==> src/pmc_pkg.sv <==
// Purpose: shared constants and types for the power mode controller
// Assumes: 125 MHz system clock
// Notes: exit delays give deep sleep > low power idle > system idle
package pmc_pkg;

  // ***************************************************
  // modes and sequencer states
  // ***************************************************
  typedef enum logic [2:0] {
    PMC_M_OFF,
    PMC_M_BATT,
    PMC_M_RET,
    PMC_M_DSLEEP,
    PMC_M_LPIDLE,
    PMC_M_SIDLE,
    PMC_M_RUN
  } pmc_mode_type;

  typedef enum logic [1:0] {
    PMC_S_STEADY,
    PMC_S_RAILS,
    PMC_S_CLOCKS
  } pmc_seq_type;

  // ***************************************************
  // timing
  // ***************************************************
  localparam int CLK_MHZ = 125;
  localparam int EXIT_DSLEEP_US = 40;
  localparam int EXIT_LPIDLE_US = 10;
  localparam int EXIT_SIDLE_US = 1;
  localparam logic [15:0] EXIT_DSLEEP_CYC = 16'(EXIT_DSLEEP_US * CLK_MHZ);
  localparam logic [15:0] EXIT_LPIDLE_CYC = 16'(EXIT_LPIDLE_US * CLK_MHZ);
  localparam logic [15:0] EXIT_SIDLE_CYC = 16'(EXIT_SIDLE_US * CLK_MHZ);
  localparam logic [15:0] EXIT_RET_CYC = 16'(EXIT_DSLEEP_US * CLK_MHZ);
  localparam logic [15:0] CLK_STEP_CYC = 16'h0004;
  // cycles without activity before auto system idle
  localparam logic [15:0] IDLE_AUTO_CYC = 16'h0100;

  // ***************************************************
  // widths and reset values
  // ***************************************************
  localparam int RET_IO_N = 16;
  localparam int RET_IO_WDOG = 0;
  localparam int PERI_N = 8;
  localparam logic [PERI_N-1:0] PERI_CLK_RST = 8'h00;
endpackage

==> src/pmc_sync.sv <==
// Purpose: two flip-flop synchroniser for a bus of async levels
// Assumes: inputs are quasi-static levels
// Notes: first stage is read only by the second
`timescale 1ns/100ps
module pmc_sync #(
  parameter int W = 1
) (
  // clock and reset
  input wire logic sys_clk_i,
  input wire logic rst_b_i,
  // data
  input wire logic [W-1:0] async_i,
  output logic [W-1:0] sync_o
);
  logic [W-1:0] meta_ff;

  // two stages, reset to zero
  always_ff @(posedge sys_clk_i) begin
    if (!rst_b_i) begin
      meta_ff <= '0;
      sync_o <= '0;
    end else begin
      meta_ff <= async_i;
      sync_o <= meta_ff;
    end
  end
endmodule

==> src/pmc_power_mode_controller.sv <==
// Purpose: power mode sequencer driving rails, DRAM retention and clocks
// Assumes: wake pins and wait-for-interrupt come from outside, synchronised here
// Notes: mode requests are one-cycle pulses from software logic
`timescale 1ns/100ps
module pmc_power_mode_controller (
  // clock and reset
  input wire logic sys_clk_i,
  input wire logic rst_b_i,
  // software control
  input wire logic req_i,
  input wire pmc_pkg::pmc_mode_type req_mode_i,
  input wire logic dram_off_sel_i,
  input wire logic phy_en_i,
  input wire logic [pmc_pkg::PERI_N-1:0] peri_keep_i,
  input wire logic auto_idle_en_i,
  input wire logic low_vcore_i,
  input wire logic freq_low_i,
  // system activity and wake sources (asynchronous)
  input wire logic activity_i,
  input wire logic wait_for_interrupt_state_i,
  input wire logic wake_i,
  input wire logic [pmc_pkg::RET_IO_N-1:0] retention_io_pins_i,
  input wire logic [pmc_pkg::RET_IO_N-1:0] ret_out_i,
  // rails
  output logic vbat_en_o,
  output logic vin_en_o,
  output logic ret_io_en_o,
  output logic dram_rail_en_o,
  output logic soc_en_o,
  output logic cpu_en_o,
  output logic phy_en_o,
  output logic peripheral_power_enable_o,
  output logic vcore_low_o,
  // dram, cpu and clocks
  output logic dram_retention_pin_o,
  output logic dram_self_refresh_o,
  output logic cpu_run_o,
  output logic cpu_clk_en_o,
  output logic sys_clk_en_o,
  output logic slow_clk_en_o,
  output logic [pmc_pkg::PERI_N-1:0] peri_clk_en_o,
  // retention io outputs and status
  output logic [pmc_pkg::RET_IO_N-1:0] retention_io_pins_o,
  output pmc_pkg::pmc_mode_type mode_o,
  output logic busy_o
);

  // ***************************************************
  // input synchronisers
  // ***************************************************
  localparam int SW = pmc_pkg::RET_IO_N + 3;
  logic [SW-1:0] sync_in;
  logic activity_s, wfi_s, wake_s;
  logic [pmc_pkg::RET_IO_N-1:0] rio_s;
  pmc_sync #(.W(SW)) u_sync (
    .sys_clk_i(sys_clk_i),
    .rst_b_i(rst_b_i),
    .async_i({activity_i, wait_for_interrupt_state_i, wake_i, retention_io_pins_i}),
    .sync_o(sync_in)
  );
  assign {activity_s, wfi_s, wake_s, rio_s} = sync_in;

  // ***************************************************
  // sequencer
  // ***************************************************
  pmc_pkg::pmc_mode_type mode_ff;
  pmc_pkg::pmc_seq_type seq_ff;
  logic [15:0] cnt_ff;
  logic [15:0] idle_cnt_ff;
  logic [pmc_pkg::RET_IO_N-1:0] rio_prev_ff;
  logic [pmc_pkg::PERI_N-1:0] peri_keep_ff;
  logic rio_event, low_power, auto_idle;
  // any edge on a retention pin counts as a wake event, in retention mode only
  assign rio_event = |(rio_s ^ rio_prev_ff);
  assign low_power = (mode_ff >= pmc_pkg::PMC_M_DSLEEP) && (mode_ff <= pmc_pkg::PMC_M_SIDLE);
  assign auto_idle = auto_idle_en_i && (idle_cnt_ff == pmc_pkg::IDLE_AUTO_CYC);

  always_ff @(posedge sys_clk_i) begin
    if (!rst_b_i) begin
      rio_prev_ff <= '0;
    end else begin
      rio_prev_ff <= rio_s;
    end
  end

  // inactivity counter for automatic system idle
  always_ff @(posedge sys_clk_i) begin
    if (!rst_b_i) begin
      idle_cnt_ff <= 16'h0000;
    end else if (activity_s || mode_ff != pmc_pkg::PMC_M_RUN || req_i) begin
      idle_cnt_ff <= 16'h0000;
    end else if (idle_cnt_ff != pmc_pkg::IDLE_AUTO_CYC) begin
      idle_cnt_ff <= idle_cnt_ff + 16'h0001;
    end
  end

  // mode moves; exits pass rails then clocks stages before run
  always_ff @(posedge sys_clk_i) begin
    if (!rst_b_i) begin
      mode_ff <= pmc_pkg::PMC_M_OFF;
      seq_ff <= pmc_pkg::PMC_S_STEADY;
      cnt_ff <= 16'h0000;
      peri_keep_ff <= pmc_pkg::PERI_CLK_RST;
    end else begin
      case (seq_ff)
        pmc_pkg::PMC_S_STEADY: begin
          if (mode_ff == pmc_pkg::PMC_M_RUN && req_i &&
              req_mode_i != pmc_pkg::PMC_M_RUN) begin
            mode_ff <= req_mode_i;
            peri_keep_ff <= peri_keep_i;
          end else if (mode_ff == pmc_pkg::PMC_M_RUN && auto_idle) begin
            mode_ff <= pmc_pkg::PMC_M_SIDLE;
            peri_keep_ff <= peri_keep_i;
          end else if (((mode_ff == pmc_pkg::PMC_M_OFF || mode_ff == pmc_pkg::PMC_M_BATT) &&
                        req_i) || (mode_ff == pmc_pkg::PMC_M_RET && (wake_s || rio_event))) begin
            // full power-up from cold follows the same path as a retention wake
            seq_ff <= pmc_pkg::PMC_S_RAILS;
            cnt_ff <= pmc_pkg::EXIT_RET_CYC;
          end else if (low_power && (wake_s || req_i)) begin
            seq_ff <= pmc_pkg::PMC_S_RAILS;
            // deeper modes wait longer for rails and plls
            if (mode_ff == pmc_pkg::PMC_M_DSLEEP) begin
              cnt_ff <= pmc_pkg::EXIT_DSLEEP_CYC;
            end else if (mode_ff == pmc_pkg::PMC_M_LPIDLE) begin
              cnt_ff <= pmc_pkg::EXIT_LPIDLE_CYC;
            end else begin
              cnt_ff <= pmc_pkg::EXIT_SIDLE_CYC;
            end
          end
        end
        pmc_pkg::PMC_S_RAILS: begin
          if (cnt_ff <= 16'h0001) begin
            seq_ff <= pmc_pkg::PMC_S_CLOCKS;
            cnt_ff <= pmc_pkg::CLK_STEP_CYC;
          end else begin
            cnt_ff <= cnt_ff - 16'h0001;
          end
        end
        pmc_pkg::PMC_S_CLOCKS: begin
          if (cnt_ff <= 16'h0001) begin
            seq_ff <= pmc_pkg::PMC_S_STEADY;
            mode_ff <= pmc_pkg::PMC_M_RUN;
            cnt_ff <= 16'h0000;
          end else begin
            cnt_ff <= cnt_ff - 16'h0001;
          end
        end
        default: seq_ff <= pmc_pkg::PMC_S_STEADY;
      endcase
    end
  end

  // ***************************************************
  // output decode, registered
  // ***************************************************
  logic waking, clk_stage;
  assign waking = (seq_ff != pmc_pkg::PMC_S_STEADY);
  assign clk_stage = (seq_ff == pmc_pkg::PMC_S_CLOCKS);

  // rails: during a wake every run rail except phy comes up first
  always_ff @(posedge sys_clk_i) begin
    if (!rst_b_i) begin
      vbat_en_o <= 1'b0;
      vin_en_o <= 1'b0;
      ret_io_en_o <= 1'b0;
      dram_rail_en_o <= 1'b0;
      soc_en_o <= 1'b0;
      cpu_en_o <= 1'b0;
      phy_en_o <= 1'b0;
      peripheral_power_enable_o <= 1'b0;
      vcore_low_o <= 1'b0;
    end else begin
      vbat_en_o <= waking || (mode_ff != pmc_pkg::PMC_M_OFF);
      vin_en_o <= waking || (mode_ff >= pmc_pkg::PMC_M_RET);
      ret_io_en_o <= waking || (mode_ff >= pmc_pkg::PMC_M_RET);
      dram_rail_en_o <= waking || low_power || (mode_ff == pmc_pkg::PMC_M_RUN) ||
                        (mode_ff == pmc_pkg::PMC_M_RET && !dram_off_sel_i);
      soc_en_o <= waking || low_power || (mode_ff == pmc_pkg::PMC_M_RUN);
      cpu_en_o <= waking || (mode_ff == pmc_pkg::PMC_M_RUN) ||
                  (mode_ff == pmc_pkg::PMC_M_SIDLE);
      phy_en_o <= (mode_ff == pmc_pkg::PMC_M_RUN) && !waking && phy_en_i;
      peripheral_power_enable_o <= waking || low_power ||
                                   (mode_ff == pmc_pkg::PMC_M_RUN);
      // core voltage may drop only while frequency is already low
      vcore_low_o <= (mode_ff == pmc_pkg::PMC_M_RUN) && !waking &&
                     low_vcore_i && freq_low_i;
    end
  end

  // dram retention pin and self refresh
  always_ff @(posedge sys_clk_i) begin
    if (!rst_b_i) begin
      dram_retention_pin_o <= 1'b1;
      dram_self_refresh_o <= 1'b0;
    end else begin
      dram_retention_pin_o <= !(mode_ff == pmc_pkg::PMC_M_RET && !dram_off_sel_i) &&
                              (mode_ff != pmc_pkg::PMC_M_RUN || waking) &&
                              !low_power;
      dram_self_refresh_o <= (low_power && !clk_stage) ||
                             (mode_ff == pmc_pkg::PMC_M_RET && !dram_off_sel_i &&
                              !clk_stage);
    end
  end

  // cpu release only once in run, after the clock stage
  always_ff @(posedge sys_clk_i) begin
    if (!rst_b_i) begin
      cpu_run_o <= 1'b0;
      cpu_clk_en_o <= 1'b0;
      sys_clk_en_o <= 1'b0;
      slow_clk_en_o <= 1'b0;
      peri_clk_en_o <= pmc_pkg::PERI_CLK_RST;
    end else begin
      cpu_run_o <= (mode_ff == pmc_pkg::PMC_M_RUN) && !waking;
      cpu_clk_en_o <= ((mode_ff == pmc_pkg::PMC_M_RUN) && !waking) ||
                      (mode_ff == pmc_pkg::PMC_M_SIDLE && !wfi_s && !waking);
      sys_clk_en_o <= clk_stage || (mode_ff == pmc_pkg::PMC_M_RUN) ||
                      (mode_ff == pmc_pkg::PMC_M_SIDLE);
      slow_clk_en_o <= clk_stage || (mode_ff == pmc_pkg::PMC_M_RUN) ||
                       (mode_ff == pmc_pkg::PMC_M_SIDLE) ||
                       (mode_ff == pmc_pkg::PMC_M_LPIDLE);
      if (clk_stage || mode_ff == pmc_pkg::PMC_M_RUN) begin
        peri_clk_en_o <= '1;
      end else if (mode_ff == pmc_pkg::PMC_M_SIDLE || mode_ff == pmc_pkg::PMC_M_LPIDLE) begin
        peri_clk_en_o <= peri_keep_ff;
      end else begin
        peri_clk_en_o <= '0;
      end
    end
  end

  // retention outputs frozen outside run; the watchdog pin is driven like the rest
  always_ff @(posedge sys_clk_i) begin
    if (!rst_b_i) begin
      retention_io_pins_o <= '0;
    end else if (mode_ff == pmc_pkg::PMC_M_RUN && !waking) begin
      retention_io_pins_o <= ret_out_i;
    end
  end

  // status
  always_ff @(posedge sys_clk_i) begin
    if (!rst_b_i) begin
      mode_o <= pmc_pkg::PMC_M_OFF;
      busy_o <= 1'b0;
    end else begin
      mode_o <= mode_ff;
      busy_o <= waking;
    end
  end

  // ***************************************************
  // assertions
  // ***************************************************
  a_off_rails_dead: assert property (@(posedge sys_clk_i) disable iff (!rst_b_i)
    ($past(mode_ff) == pmc_pkg::PMC_M_OFF && $past(seq_ff) == pmc_pkg::PMC_S_STEADY)
    |-> !vbat_en_o && !vin_en_o && !soc_en_o) else $error("rail on in off mode");
  a_batt_only: assert property (@(posedge sys_clk_i) disable iff (!rst_b_i)
    ($past(mode_ff) == pmc_pkg::PMC_M_BATT && $past(seq_ff) == pmc_pkg::PMC_S_STEADY)
    |-> vbat_en_o && !vin_en_o && !dram_rail_en_o) else $error("battery mode rails wrong");
  a_ret_rails: assert property (@(posedge sys_clk_i) disable iff (!rst_b_i)
    ($past(mode_ff) == pmc_pkg::PMC_M_RET && $past(seq_ff) == pmc_pkg::PMC_S_STEADY)
    |-> vin_en_o && ret_io_en_o && !soc_en_o && !cpu_en_o) else $error("retention rails wrong");
  a_peri_power: assert property (@(posedge sys_clk_i) disable iff (!rst_b_i)
    ($past(mode_ff) <= pmc_pkg::PMC_M_RET && $past(seq_ff) == pmc_pkg::PMC_S_STEADY)
    |-> !peripheral_power_enable_o) else $error("peripheral power on too early");
  a_lp_refresh: assert property (@(posedge sys_clk_i) disable iff (!rst_b_i)
    (low_power && seq_ff == pmc_pkg::PMC_S_STEADY) |=> dram_self_refresh_o && !cpu_run_o)
    else $error("low power cpu or dram wrong");
  a_ds_clocks: assert property (@(posedge sys_clk_i) disable iff (!rst_b_i)
    (mode_ff == pmc_pkg::PMC_M_DSLEEP && seq_ff == pmc_pkg::PMC_S_STEADY)
    |=> !sys_clk_en_o && !slow_clk_en_o && peri_clk_en_o == '0)
    else $error("clock alive in deep sleep");
  a_sidle_fast: assert property (@(posedge sys_clk_i) disable iff (!rst_b_i)
    (mode_ff == pmc_pkg::PMC_M_SIDLE && seq_ff == pmc_pkg::PMC_S_STEADY && wake_s)
    |-> ##[130:132] mode_ff == pmc_pkg::PMC_M_RUN) else $error("system idle exit timing wrong");
  a_wake_order: assert property (@(posedge sys_clk_i) disable iff (!rst_b_i)
    $rose(cpu_run_o) |-> $past(sys_clk_en_o, 2) && $past(soc_en_o, 2))
    else $error("cpu released before rails and clocks");
  a_vcore_dvfs: assert property (@(posedge sys_clk_i) disable iff (!rst_b_i)
    vcore_low_o |-> $past(freq_low_i)) else $error("core voltage low at high frequency");
endmodule

==> config.mk <==
export PLATFORM = sky130hd
export DESIGN_NAME = pmc_power_mode_controller
export DESIGN_NICKNAME = d
export VERILOG_FILES = /design/src/pmc_pkg.sv /design/src/pmc_sync.sv /design/src/pmc_power_mode_controller.sv
export SDC_FILE = /design/constraint.sdc
export NUM_CORES = 1
export LEC_CHECK = 0
export ABC_AREA = 1
export BUFFER_PORTS_ARGS = -buffer_cell sky130_fd_sc_hd__buf_2
export CAP_MARGIN = 20
export CORE_ASPECT_RATIO = 0.9
export CORE_UTILIZATION = 50
export CTS_CLUSTER_SIZE = 8
export DETAILED_ROUTE_END_ITERATION = 16
export GPL_TIMING_DRIVEN = 0
export PLACE_DENSITY_LB_ADDON = 0.15
export SYNTH_ARGS = -nofsm -noshare
export SYNTH_HDL_FRONTEND = slang
export SYNTH_SLANG_ARGS = --single-unit
export TNS_END_PERCENT = 100
==> constraint.sdc <==
create_clock -name sys_clk_i -period 1.6 [get_ports sys_clk_i]
set_clock_uncertainty 0.15 [all_clocks]
set_input_delay 0.32 -clock sys_clk_i [delete_from_list [all_inputs] [get_ports sys_clk_i]]
set_output_delay 0.32 -clock sys_clk_i [all_outputs]
set_load 0.05 [all_outputs]
==> run_results.csv, run 1 <==
group,metric,value,unit
synthesis,ys_seq_area_share,48.7,%
hold_path,min_to,"retention_io_pins_o[8]",
power,seq_power_share,31.1,%
placement,dp.cells,1025,
synthesis,synth_nets,840,
worst_setup_path,worst_ep_arrival_time,2.05,ns
floorplan,ios,97,
worst_setup_path,r2r_start,"idle_cnt_ff[1]",
floorplan,initial_core_util,52.2,%
sta,setup_tns,-10.73,ns
cts,numCtsBuffers,17,
cells_and_area,final_layout_size_suffix_gt1_share,38.5,%
worst_setup_path,rrSetupSlack,-0.30,ns
floorplan,core_area,0.0110,mm^2
synthesis,ys.flop_type,"dfxtp_1",
worst_setup_path,crit_required,1.76,ns
synthesis,synthCells,778,
cts,clockBufferDepth,2,
cts,clock-sinks,140,
sta,slew_violations,0,
route,drt-met1-wl,6.77,mm
hold_path,holdCritStartpoint,"ret_out_i[8]",
placement,dp_hpwl,9.04,mm
sta,setup_viol,62,
worst_setup_path,crit_type,"reg2reg",
synthesis,yosysWarnings,0,
cells_and_area,num-fill-cells,719,
cts,clock_latency,0.43,ns
power,p_leak,4.23,nW
sta,fin_crit,1.90,ns
placement,gp_congestion,0.850,
run_status,violations,"negative hold slack, negative setup slack",
cells_and_area,syn2layout_area_growth,49.3,%
worst_setup_path,end_kind,"register",
route,post_drt_wl_per_cell,14.9,um
placement,port_buffers,95,
synthesis,ys_async_sr_fraction,0,%
route,met2WireLength,8.88,mm
floorplan,rows,36,
power,p_switching,5.35,mW
cells_and_area,post-route-util,77.9,%
cells_and_area,nets,1047,
power,p_int,8.33,mW
synthesis,netlist_area,0.00576,mm^2
global_route,grt_pass1_wl,23.8,mm
floorplan,dieArea,0.0120,mm^2
sta,fin_crit_sh,119,%
run,maxCapViolCount,0,
worst_setup_path,r2r_end,"idle_cnt_ff[12]",
cts,clkTransAtPathRegs,0.07,ns
cts,htree_num_levels,4,
cells_and_area,layoutNonFillerInstCount,1150,
sta,worst_hold_slack,-0.00144,ns
route,drcViolationCount,0,
sta,hold_viol,1,
floorplan,die_h,104,um
route,dr.pass1.iters,5,
sta,relSlewSlack,46.9,%
route,drt_iter0_markers,346,
cells_and_area,final_cell_mix,"nand2_1 (128), inv_1 (121), dfxtp_1 (121)",
power,power.density,1590,mW/mm^2
power,power_frac_comb,40.2,%
worst_setup_path,ff2ff_path_depth,11,
worst_setup_path,crit_slowest_cell,"dfxtp_4",
synthesis,synth_edf_count,0,
power,vdd_ir_drop_max,0.694,mV
worst_setup_path,critPathBufInv,2,
synthesis,netlist-cell-type-count,36,
route,wl_met3,850,um
route,drt_wl_total,17.2,mm
power,pwr-share-clk,28.6,%
sta,fin_ws,-0.297,ns
floorplan,die_w,115,um
cts,root_buffer,"clkbuf_16",
synthesis,synth-seq-cells,140,
route,routed_via_density,4.98,
cells_and_area,diodes,0,
worst_setup_path,startpoint_type,"register",
worst_setup_path,path_max_fanout,3,
hold_path,whs_path_depth,3,
worst_setup_path,path_delay_family,"simple AND/OR/NAND/NOR gates",
cts,cts_tree,"yes",
sta,rsz0062_at_grt,"yes",
power,switching_share,39.1,%
worst_setup_path,path_cells,"buf_4 > ha_4 > inv_4 > nor3_4 > nand2_2 > nor2_4 > nand2_4 > nor2_4 > nand2_2 > o21ai_1 > a21oi_1",
worst_setup_path,critPathMaxStageDelay,0.38,ns
cells_and_area,final_common_cell,"nand2_1",
global_route,groute.usage.overall,25.8,%
placement,place_ws,-0.487,ns
global_route,grt_overflow,0,
sta,worst_pin_slew,0.796,ns
route,vias,5731,
synthesis,postSynthAreaPerCell,7.40,um^2
global_route,grt_start_max_net_pins,17,
global_route,antenna_found_initial,0,
route,ant_nets,0,
run_status,status,"finished with violations",
route,routed.top_layer,"met4",
sta,fmax,527,MHz
hold_path,hold_path.class,"in2reg",
global_route,grt_pass1_vias,5250,
[flip-flops by register name, indices dropped and copies added, names as in the netlist, 2 cells and up]
name / cells
mode_ff: 3
rio_prev_ff: 16
idle_cnt_ff: 16
peri_keep_ff: 8
retention_io_pins_o: 16
u_sync.meta_ff: 19
u_sync.sync_o: 19
mode_o: 3
seq_ff: 2
cnt_ff: 16
peri_clk_en_o: 8
[timing repair]
action,CTS,global route
buffers inserted,21,32
endpoints found under the setup margin,78,76
gates cloned,3,1
endpoints found under the hold margin,37,0
pin swaps,39,61
hold buffers,38,0
resized for setup,86,158
[cell usage after synthesis (2+ instances only)]
master / count / area, um^2
inv_1: 146 / 548
buf_6: 3 / 33.8
xor2_1: 9 / 78.8
o21ai_0: 36 / 180
nand2_2: 6 / 37.5
o21ai_1: 22 / 110
buf_4: 3 / 22.5
nand3_1: 29 / 145
nor2_4: 3 / 33.8
xnor2_1: 5 / 43.8
nand2_1: 158 / 593
a31oi_1: 3 / 18.8
buf_2: 3 / 15.0
a21oi_1: 36 / 180
buf_1: 2 / 7.51
nor3_2: 3 / 30.0
nor4_1: 2 / 12.5
dfxtp_1: 140 / 2800
ha_1: 8 / 100
inv_2: 13 / 48.8
nor2_1: 92 / 345
nor2_2: 7 / 43.8
nand3_2: 3 / 30.0
nor3_1: 14 / 70.1
clkbuf_1: 11 / 41.3
nand4_1: 11 / 68.8
[power by group through the flow]
stage / registers (mW) / clock network (mW) / logic [mW]
2_1_floorplan: 4.85 / 0 / 2.68
3_3_place_gp: 4.24 / 0 / 4.11
3_5_place_dp: 4.25 / 0 / 4.17
4_1_cts: 4.21 / 3.92 / 4.78
5_1_grt: 4.30 / 4.10 / 5.97
6_report: 4.26 / 3.92 / 5.51
[final cells by class]
cell class                      instances  area [um^2]  share of cell area (%)
Inverter                              159          627                    7.29
Sequential cell                       140         2840                    33.1
Clock inverter                         13          139                    1.61
Timing Repair Buffer                  186         1320                    15.4
Clock buffer                           19          453                    5.27
Tap cell                              152          190                    2.21
Multi-Input combinational cell        459         2880                    33.5
Buffer                                 22          146                    1.70
[cells by family after synthesis]
logic type               count (synthesis)  synth area share (%)
AND/OR/NAND/NOR                        336                  26.1
buffers and inverters                  181                  12.4
flip-flops                             140                  48.7
AO/OA/AOI/OAI                           99                  8.93
XOR/XNOR                                14                  2.13
adder cells (fa/ha/maj)                  8                  1.74
[per-layer routing]
layer,global-route usage [%],up-vias
met5,0,-
met4,11.5,0
met3,6.03,60
met2,45.2,211
met1,29.6,2649
li1,-,2811
[tightest hold or removal path, stage by stage]
cell and delay (ns):
buf_2 0.09, nor2_2 0.04, nor2_1 0.08
[through the flow]
| stage | area [um^2] | power [mW] |
|---|---|---|
| after floorplan | 5810 | 7.52 |
| after detailed placement | 6470 | 8.42 |
| after global routing | 8600 | 14.4 |
| after global placement | 6470 | 8.35 |
| final | 8600 | 13.7 |
| after CTS | 7890 | 12.9 |
[how the worst max path moves through the flow]
stage	startpoint	end	slack, ns	depth (start not counted)
4_1_cts	u_sync.sync_o[7]	cnt_ff[4]	-0.24	14
5_1_grt	u_sync.sync_o[4]	cnt_ff[8]	-0.39	14
6_report	idle_cnt_ff[1]	idle_cnt_ff[12]	-0.30	11
3_5_place_dp	seq_ff[0]	retention_io_pins_o[8]	-0.49	8
2_1_floorplan	cnt_ff[1]	cnt_ff[14]	-0.06	11
3_3_place_gp	seq_ff[0]	retention_io_pins_o[8]	-0.41	8
Power figures use the tool's default switching activity.
==> run 2, diff against run 1 <==
--- a/config.mk
+++ b/config.mk
@@ -9,7 +9,8 @@
 export BUFFER_PORTS_ARGS = -buffer_cell sky130_fd_sc_hd__buf_2
 export CAP_MARGIN = 20
 export CORE_ASPECT_RATIO = 0.9
-export CORE_UTILIZATION = 50
+export CORE_MARGIN = 2
+export CORE_UTILIZATION = 40
 export CTS_CLUSTER_SIZE = 8
 export DETAILED_ROUTE_END_ITERATION = 16
 export GPL_TIMING_DRIVEN = 0
==> constraint.sdc (replaced) <==
create_clock -name sys_clk_i -period 1.65 [get_ports sys_clk_i]
set_clock_uncertainty 0.15 [all_clocks]
set_input_delay 0.33 -clock sys_clk_i [delete_from_list [all_inputs] [get_ports sys_clk_i]]
set_output_delay 0.33 -clock sys_clk_i [all_outputs]
set_load 0.05 [all_outputs]
==> run 2 against run 1 <==
Net effect: the flow finishes with violations (negative setup slack); design area is 0.26% lower; utilization down 17 points; via count is 6.7% lower; critical path type unchanged; highest routed layer unchanged.
==> run_results.csv, run 2 (same netlist as run 1, synthesis figures left out) <==
group,metric,value,unit
cells_and_area,largestRegisters,"u_sync.meta_ff: 19 flops, u_sync.sync_o: 19 flops",
worst_setup_path,end_kind,"register",
global_route,grt_start_max_net_pins,17,
floorplan,core_area,0.0141,mm^2
run_status,violations,"negative setup slack",
cts,numCtsBuffers,17,
placement,port_buffers,95,
floorplan,die_w,130,um
worst_setup_path,crit_start,"cnt_ff[0]",
cells_and_area,diodes,0,
worst_setup_path,ff2ff_path_depth,11,
power,vdd_ir_drop_max,0.835,mV
power,p_leak,4.21,nW
global_route,grt_overflow,0,
run_status,status,"finished with violations",
route,vias,5347,
worst_setup_path,r2r_end,"cnt_ff[1]",
sta,fin_crit_sh,108,%
cells_and_area,design_area,0.00858,mm^2
floorplan,dieArea,0.0154,mm^2
sta,worst_pin_slew,0.616,ns
sta,rsz0062_at_grt,"yes",
worst_setup_path,path_max_fanout,8,
sta,fmax,559,MHz
worst_setup_path,startpoint_type,"register",
route,dr.pass1.iters,4,
sta,hold_viol,0,
cts,clock_latency,0.41,ns
sta,fin_crit,1.79,ns
worst_setup_path,worst_ep_arrival_time,1.97,ns
sta,worst_hold_slack,0.0290,ns
cts,clkTransAtPathRegs,0.06,ns
cells_and_area,num-fill-cells,1242,
cells_and_area,post-route-util,61.0,%
placement,gp_congestion,0.846,
floorplan,rows,41,
worst_setup_path,crit_required,1.83,ns
placement,dp_hpwl,9.07,mm
cts,htree_num_levels,4,
cts,clock-sinks,140,
floorplan,die_h,118,um
worst_setup_path,r2r_start,"cnt_ff[0]",
cts,root_buffer,"clkbuf_16",
global_route,groute.usage.overall,19.0,%
cells_and_area,final_cell_mix,"nand2_1 (133), inv_1 (123), dfxtp_1 (113)",
placement,postPlaceCellArea,0.00650,mm^2
cells_and_area,final_layout_size_suffix_gt1_share,36.8,%
power,power.density,1560,mW/mm^2
run,maxCapViolCount,0,
route,ant_nets,0,
global_route,grt_pass1_vias,4881,
sta,slew_violations,0,
sta,fin_ws,-0.138,ns
worst_setup_path,critical_path.endpoint,"cnt_ff[1]",
cts,cts_tree,"yes",
cells_and_area,syn2layout_area_growth,48.9,%
route,routed_via_density,4.54,
route,drcViolationCount,0,
floorplan,initial_core_util,41.0,%
hold_path,hold_path.class,"in2reg",
floorplan,ios,97,
worst_setup_path,rrSetupSlack,-0.14,ns
cells_and_area,multi_input_area,0.00281,mm^2
route,drt_iter0_markers,238,
cells_and_area,nets,1035,
cts,clockBufferDepth,2,
sta,relSlewSlack,58.9,%
sta,setup_viol,37,
route,post_drt_wl_per_cell,12.7,um
cells_and_area,seqCellArea,0.00286,mm^2
cells_and_area,final_common_cell,"nand2_1",
route,drt_wl_total,14.9,mm
global_route,antenna_found_initial,0,
global_route,grt_pass1_wl,23.1,mm
worst_setup_path,crit_type,"reg2reg",
## run 2: cell type report
type | instances | share of cell area [%]
tap | 193 | 2.82
clock buffer | 21 | 5.60
inverter | 159 | 7.54
buffer | 22 | 1.75
sequential | 140 | 33.3
timing repair buffer | 175 | 14.7
clock inverter | 10 | 1.60
multi-input combinational | 458 | 32.7
## run 2: what timing repair did
item,4_1_cts,5_1_grt
buffers inserted,21,18
gates resized for setup,103,127
hold buffers,38,0
gates cloned,2,3
setup endpoints to repair,75,70
pin swaps,40,50
hold endpoints to repair,37,0
## run 2: per-layer routing
metal	vias up	wire (um)	global-route usage [%]	share of wire, %
met2	150	6950	29.3	47
met1	2406	7040	26.3	47
met5	-	0	0	0
met4	0	206	5.92	1.4
li1	2775	-	-	-
met3	16	733	4.36	4.9
## run 2: report_power, final
group	switching, mW	internal, mW
Combinational	3.33	1.93
Sequential	0.309	3.83
Clock	1.43	2.53
## run 2: critical path: stages, from the launching register on
cell     delay (ns)
dfxtp_4        0.39
inv_4          0.05
ha_4           0.16
nand3_4        0.08
nand2_2        0.06
nand3_2        0.11
nand2_4        0.08
nor2_4         0.22
inv_4          0.10
o21ai_1        0.12
nand2_1        0.07
a21oi_1        0.11
## run 2: worst min path at each step
stage / end / startpoint / depth (start not counted) / slack (ns)
3_3_place_gp: u_sync.sync_o[6] / u_sync.meta_ff[6] / 2 / 0.24
2_1_floorplan: u_sync.sync_o[0] / u_sync.meta_ff[0] / 2 / 0.24
3_5_place_dp: u_sync.sync_o[8] / u_sync.meta_ff[8] / 2 / 0.25
5_1_grt: peri_keep_ff[2] / peri_keep_i[2] / 3 / 0.02
6_report: peri_keep_ff[2] / peri_keep_i[2] / 3 / 0.03
4_1_cts: peri_keep_ff[2] / peri_keep_i[2] / 3 / 0.01
## run 2: stage by stage
step | setup TNS (ns) | total power, mW | setup slack [ns] | cells
floorplan | -0.0325 | 7.26 | -0.0325 | 778
global placement | -21.48 | 8.15 | -0.617 | 1066
detailed placement | -21.59 | 8.16 | -0.573 | 1066
CTS | -1.99 | 12.9 | -0.145 | 1157
global route | -8.18 | 14.1 | -0.306 | 1178
finish | -2.94 | 13.4 | -0.138 | 1178
==> run 3, diff against run 2 <==
--- a/config.mk
+++ b/config.mk
@@ -5,15 +5,13 @@
 export SDC_FILE = /design/constraint.sdc
 export NUM_CORES = 1
 export LEC_CHECK = 0
-export ABC_AREA = 1
 export BUFFER_PORTS_ARGS = -buffer_cell sky130_fd_sc_hd__buf_2
-export CAP_MARGIN = 20
+export CAP_MARGIN = 15
 export CORE_ASPECT_RATIO = 0.9
 export CORE_MARGIN = 2
 export CORE_UTILIZATION = 40
 export CTS_CLUSTER_SIZE = 8
 export DETAILED_ROUTE_END_ITERATION = 16
-export GPL_TIMING_DRIVEN = 0
 export PLACE_DENSITY_LB_ADDON = 0.15
 export SYNTH_ARGS = -nofsm -noshare
 export SYNTH_HDL_FRONTEND = slang
==> run 3 against run 2 <==
Net effect: the run still ends with negative setup slack left; clock-buffer cell count shrank 3; global-route usage shrank 0.51 points; combinational power shrank 24%; area after synthesis shrank 5.9%; final cell count shrank 16%; utilization grew 0.26 points; sequential share of layout area grew 1.3 points; largest power group unchanged; highest routed layer unchanged.
==> run_results.csv, run 3 <==
group,metric,value,unit
floorplan,dieArea,0.0145,mm^2
synthesis,netlist.area_leader.share,51.7,%
floorplan,ios,97,
synthesis,ys_async_sr_fraction,0,%
worst_setup_path,startpoint_type,"register",
global_route,grt_overflow,0,
cts,cts_tree,"yes",
cells_and_area,syn2layout_area_growth,50.6,%
cells_and_area,diodes,0,
placement,dp.cells,898,
route,drt_iter0_markers,238,
run,maxCapViolCount,0,
sta,fin_crit,2.21,ns
route,post_drt_wl_per_cell,13.7,um
cts,clkTransAtPathRegs,0.06,ns
worst_setup_path,crit_top_cell,"buf_6",
sta,worst_pin_slew,0.592,ns
worst_setup_path,path_cells,"or4_4 > nor4_4 > buf_6 > a31oi_4 > buf_6 > a32oi_1 > o31ai_1",
cts,clock-sinks,140,
route,vias,4787,
floorplan,core_area,0.0133,mm^2
synthesis,ys.flop_type,"dfxtp_1",
synthesis,yosysWarnings,0,
synthesis,synthMuxAreaShare,1.48,%
sta,slew_violations,0,
run_status,violations,"negative setup slack",
route,routed_via_density,4.85,
synthesis,synthCells,576,
run_status,status,"finished with violations",
global_route,grt_pass1_wl,21.3,mm
global_route,grt_pass1_vias,4510,
route,ant_nets,0,
worst_setup_path,end_kind,"register",
synthesis,netlist_area,0.00542,mm^2
power,finalPower,11.7,mW
global_route,antenna_found_initial,0,
power,power.density,1430,mW/mm^2
synthesis,ys_seq_area_share,51.7,%
sta,fin_crit_sh,134,%
sta,fmax,453,MHz
cts,clock_latency,0.42,ns
synthesis,synth_simple_gate_area_share,22.3,%
placement,gp_congestion,0.868,
route,drt_wl_total,13.5,mm
route,drcViolationCount,0,
synthesis,synth_xor_area_share,5.50,%
worst_setup_path,critPathBufInv,2,
worst_setup_path,critPathMaxStageDelay,0.55,ns
synthesis,synth_compound_area_share,13.2,%
synthesis,synth_common_cells,"dfxtp_1 (140), nand2_1 (61), and2_1 (56), nor2_1 (46), a21oi_1 (40)",
sta,setup_viol,29,
synthesis,netlist-cell-type-count,57,
floorplan,die_h,114,um
sta,rsz0062_at_grt,"yes",
cells_and_area,post-route-util,61.3,%
floorplan,initial_core_util,40.7,%
cts,root_buffer,"clkbuf_16",
route,dr.pass1.iters,5,
cells_and_area,layoutNonFillerInstCount,988,
placement,port_buffers,96,
cells_and_area,final_layout_size_suffix_gt1_share,36.6,%
cells_and_area,largestRegisters,"u_sync.meta_ff: 19 flops, u_sync.sync_o: 19 flops",
hold_path,hold_path.class,"in2reg",
synthesis,synth-seq-cells,140,
synthesis,synth_nets,638,
sta,hold_viol,0,
worst_setup_path,path_delay_family,"simple AND/OR/NAND/NOR gates",
cts,numCtsBuffers,17,
cts,clockBufferDepth,2,
worst_setup_path,crit_type,"reg2reg",
cells_and_area,nets,869,
cts,htree_num_levels,4,
cells_and_area,final_common_cell,"dfxtp_1",
sta,fin_ws,-0.558,ns
placement,dp_hpwl,9.10,mm
floorplan,rows,40,
global_route,grt_start_max_net_pins,64,
synthesis,synthAdderAreaFrac,1.85,%
global_route,groute.usage.overall,18.5,%
worst_setup_path,path_max_fanout,6,
floorplan,die_w,127,um
worst_setup_path,crit_slowest_cell,"or4_4",
synthesis,synth.most_common_cell,"dfxtp_1",
worst_setup_path,worst_ep_arrival_time,2.37,ns
sta,relSlewSlack,60.2,%
synthesis,synthTopCellsByArea,"dfxtp_1 (52%), and2_1 (6.5%), nand2_1 (4.2%)",
cells_and_area,final_cell_mix,"dfxtp_1 (127), buf_2 (96), buf_4 (83)",
power,vdd_ir_drop_max,0.925,mV
synthesis,synth_top_family_by_area,"simple AND/OR/NAND/NOR gates",
synthesis,yosys.area.top_type,"dfxtp_1",
synthesis,synth_edf_count,0,
synthesis,postSynthAreaPerCell,9.41,um^2
power,p_leak,3.61,nW
worst_setup_path,crit_required,1.81,ns
## run 3: repair_timing
item,CTS,global route
setup endpoints to repair,38,60
resized for setup,26,42
buffers inserted,6,9
hold buffers,43,0
endpoints found under the hold margin,42,0
pin swaps,19,37
cloned,0,1
## run 3: metal layers
layer	part of all wire [%]	vias up	GRT usage (%)
met1	47	2236	23.3
met3	4.3	15	5.47
met4	1.2	0	6.08
li1	-	2439	-
met5	0	-	0
met2	48	97	30.5
## run 3: kinds of logic after synthesis
group,after synthesis
compound gates,105
xor+xnor,34
fa+ha+maj,8
buf+inv,50
flops,140
mux,8
simple gates,231
## run 3: where the power goes
part / internal (mW) / switching (mW) / total (mW)
registers: 3.64 / 0.136 / 3.77
clock network: 2.42 / 1.47 / 3.89
logic: 1.92 / 2.09 / 4.01
total: 7.97 / 3.69 / 11.7
## run 3: area by class of cell
cell class,count,area [um^2]
Timing Repair Buffer,241,1800
Inverter,20,77.6
Sequential cell,140,2820
Tap cell,168,210
Fill cell,1118,5150
Clock buffer,18,439
Clock inverter,14,168
Multi-Input combinational cell,387,2640
## run 3: final timing paths
path	startpoint	endpoint	slack, ns	cells past startpoint
worst min-delay path	ret_out_i[12]	retention_io_pins_o[12]	0.01	3
worst max-delay path	cnt_ff[10]	cnt_ff[5]	-0.56	7
worst min register to register	u_sync.meta_ff[5]	u_sync.sync_o[5]	0.28	1
worst max register to register	cnt_ff[10]	cnt_ff[5]	-0.56	7
## run 3: tightest hold or removal path, stage by stage
cell and delay (ns):
buf_2 0.10, nand2_1 0.05, a21oi_1 0.05
## run 3: stage by stage
step | setup TNS [ns] | hold slack (ns) | setup slack [ns] | cell area, um^2
after floorplan | -9.06 | 0.262 | -0.478 | 5490
after global routing | -14.14 | 0.0157 | -0.630 | 8160
final | -12.27 | 0.0114 | -0.558 | 8160
after detailed placement | -12.51 | 0.270 | -0.572 | 6720
after CTS | -12.26 | 0.00180 | -0.576 | 7910
after global placement | -11.63 | 0.267 | -0.514 | 6720
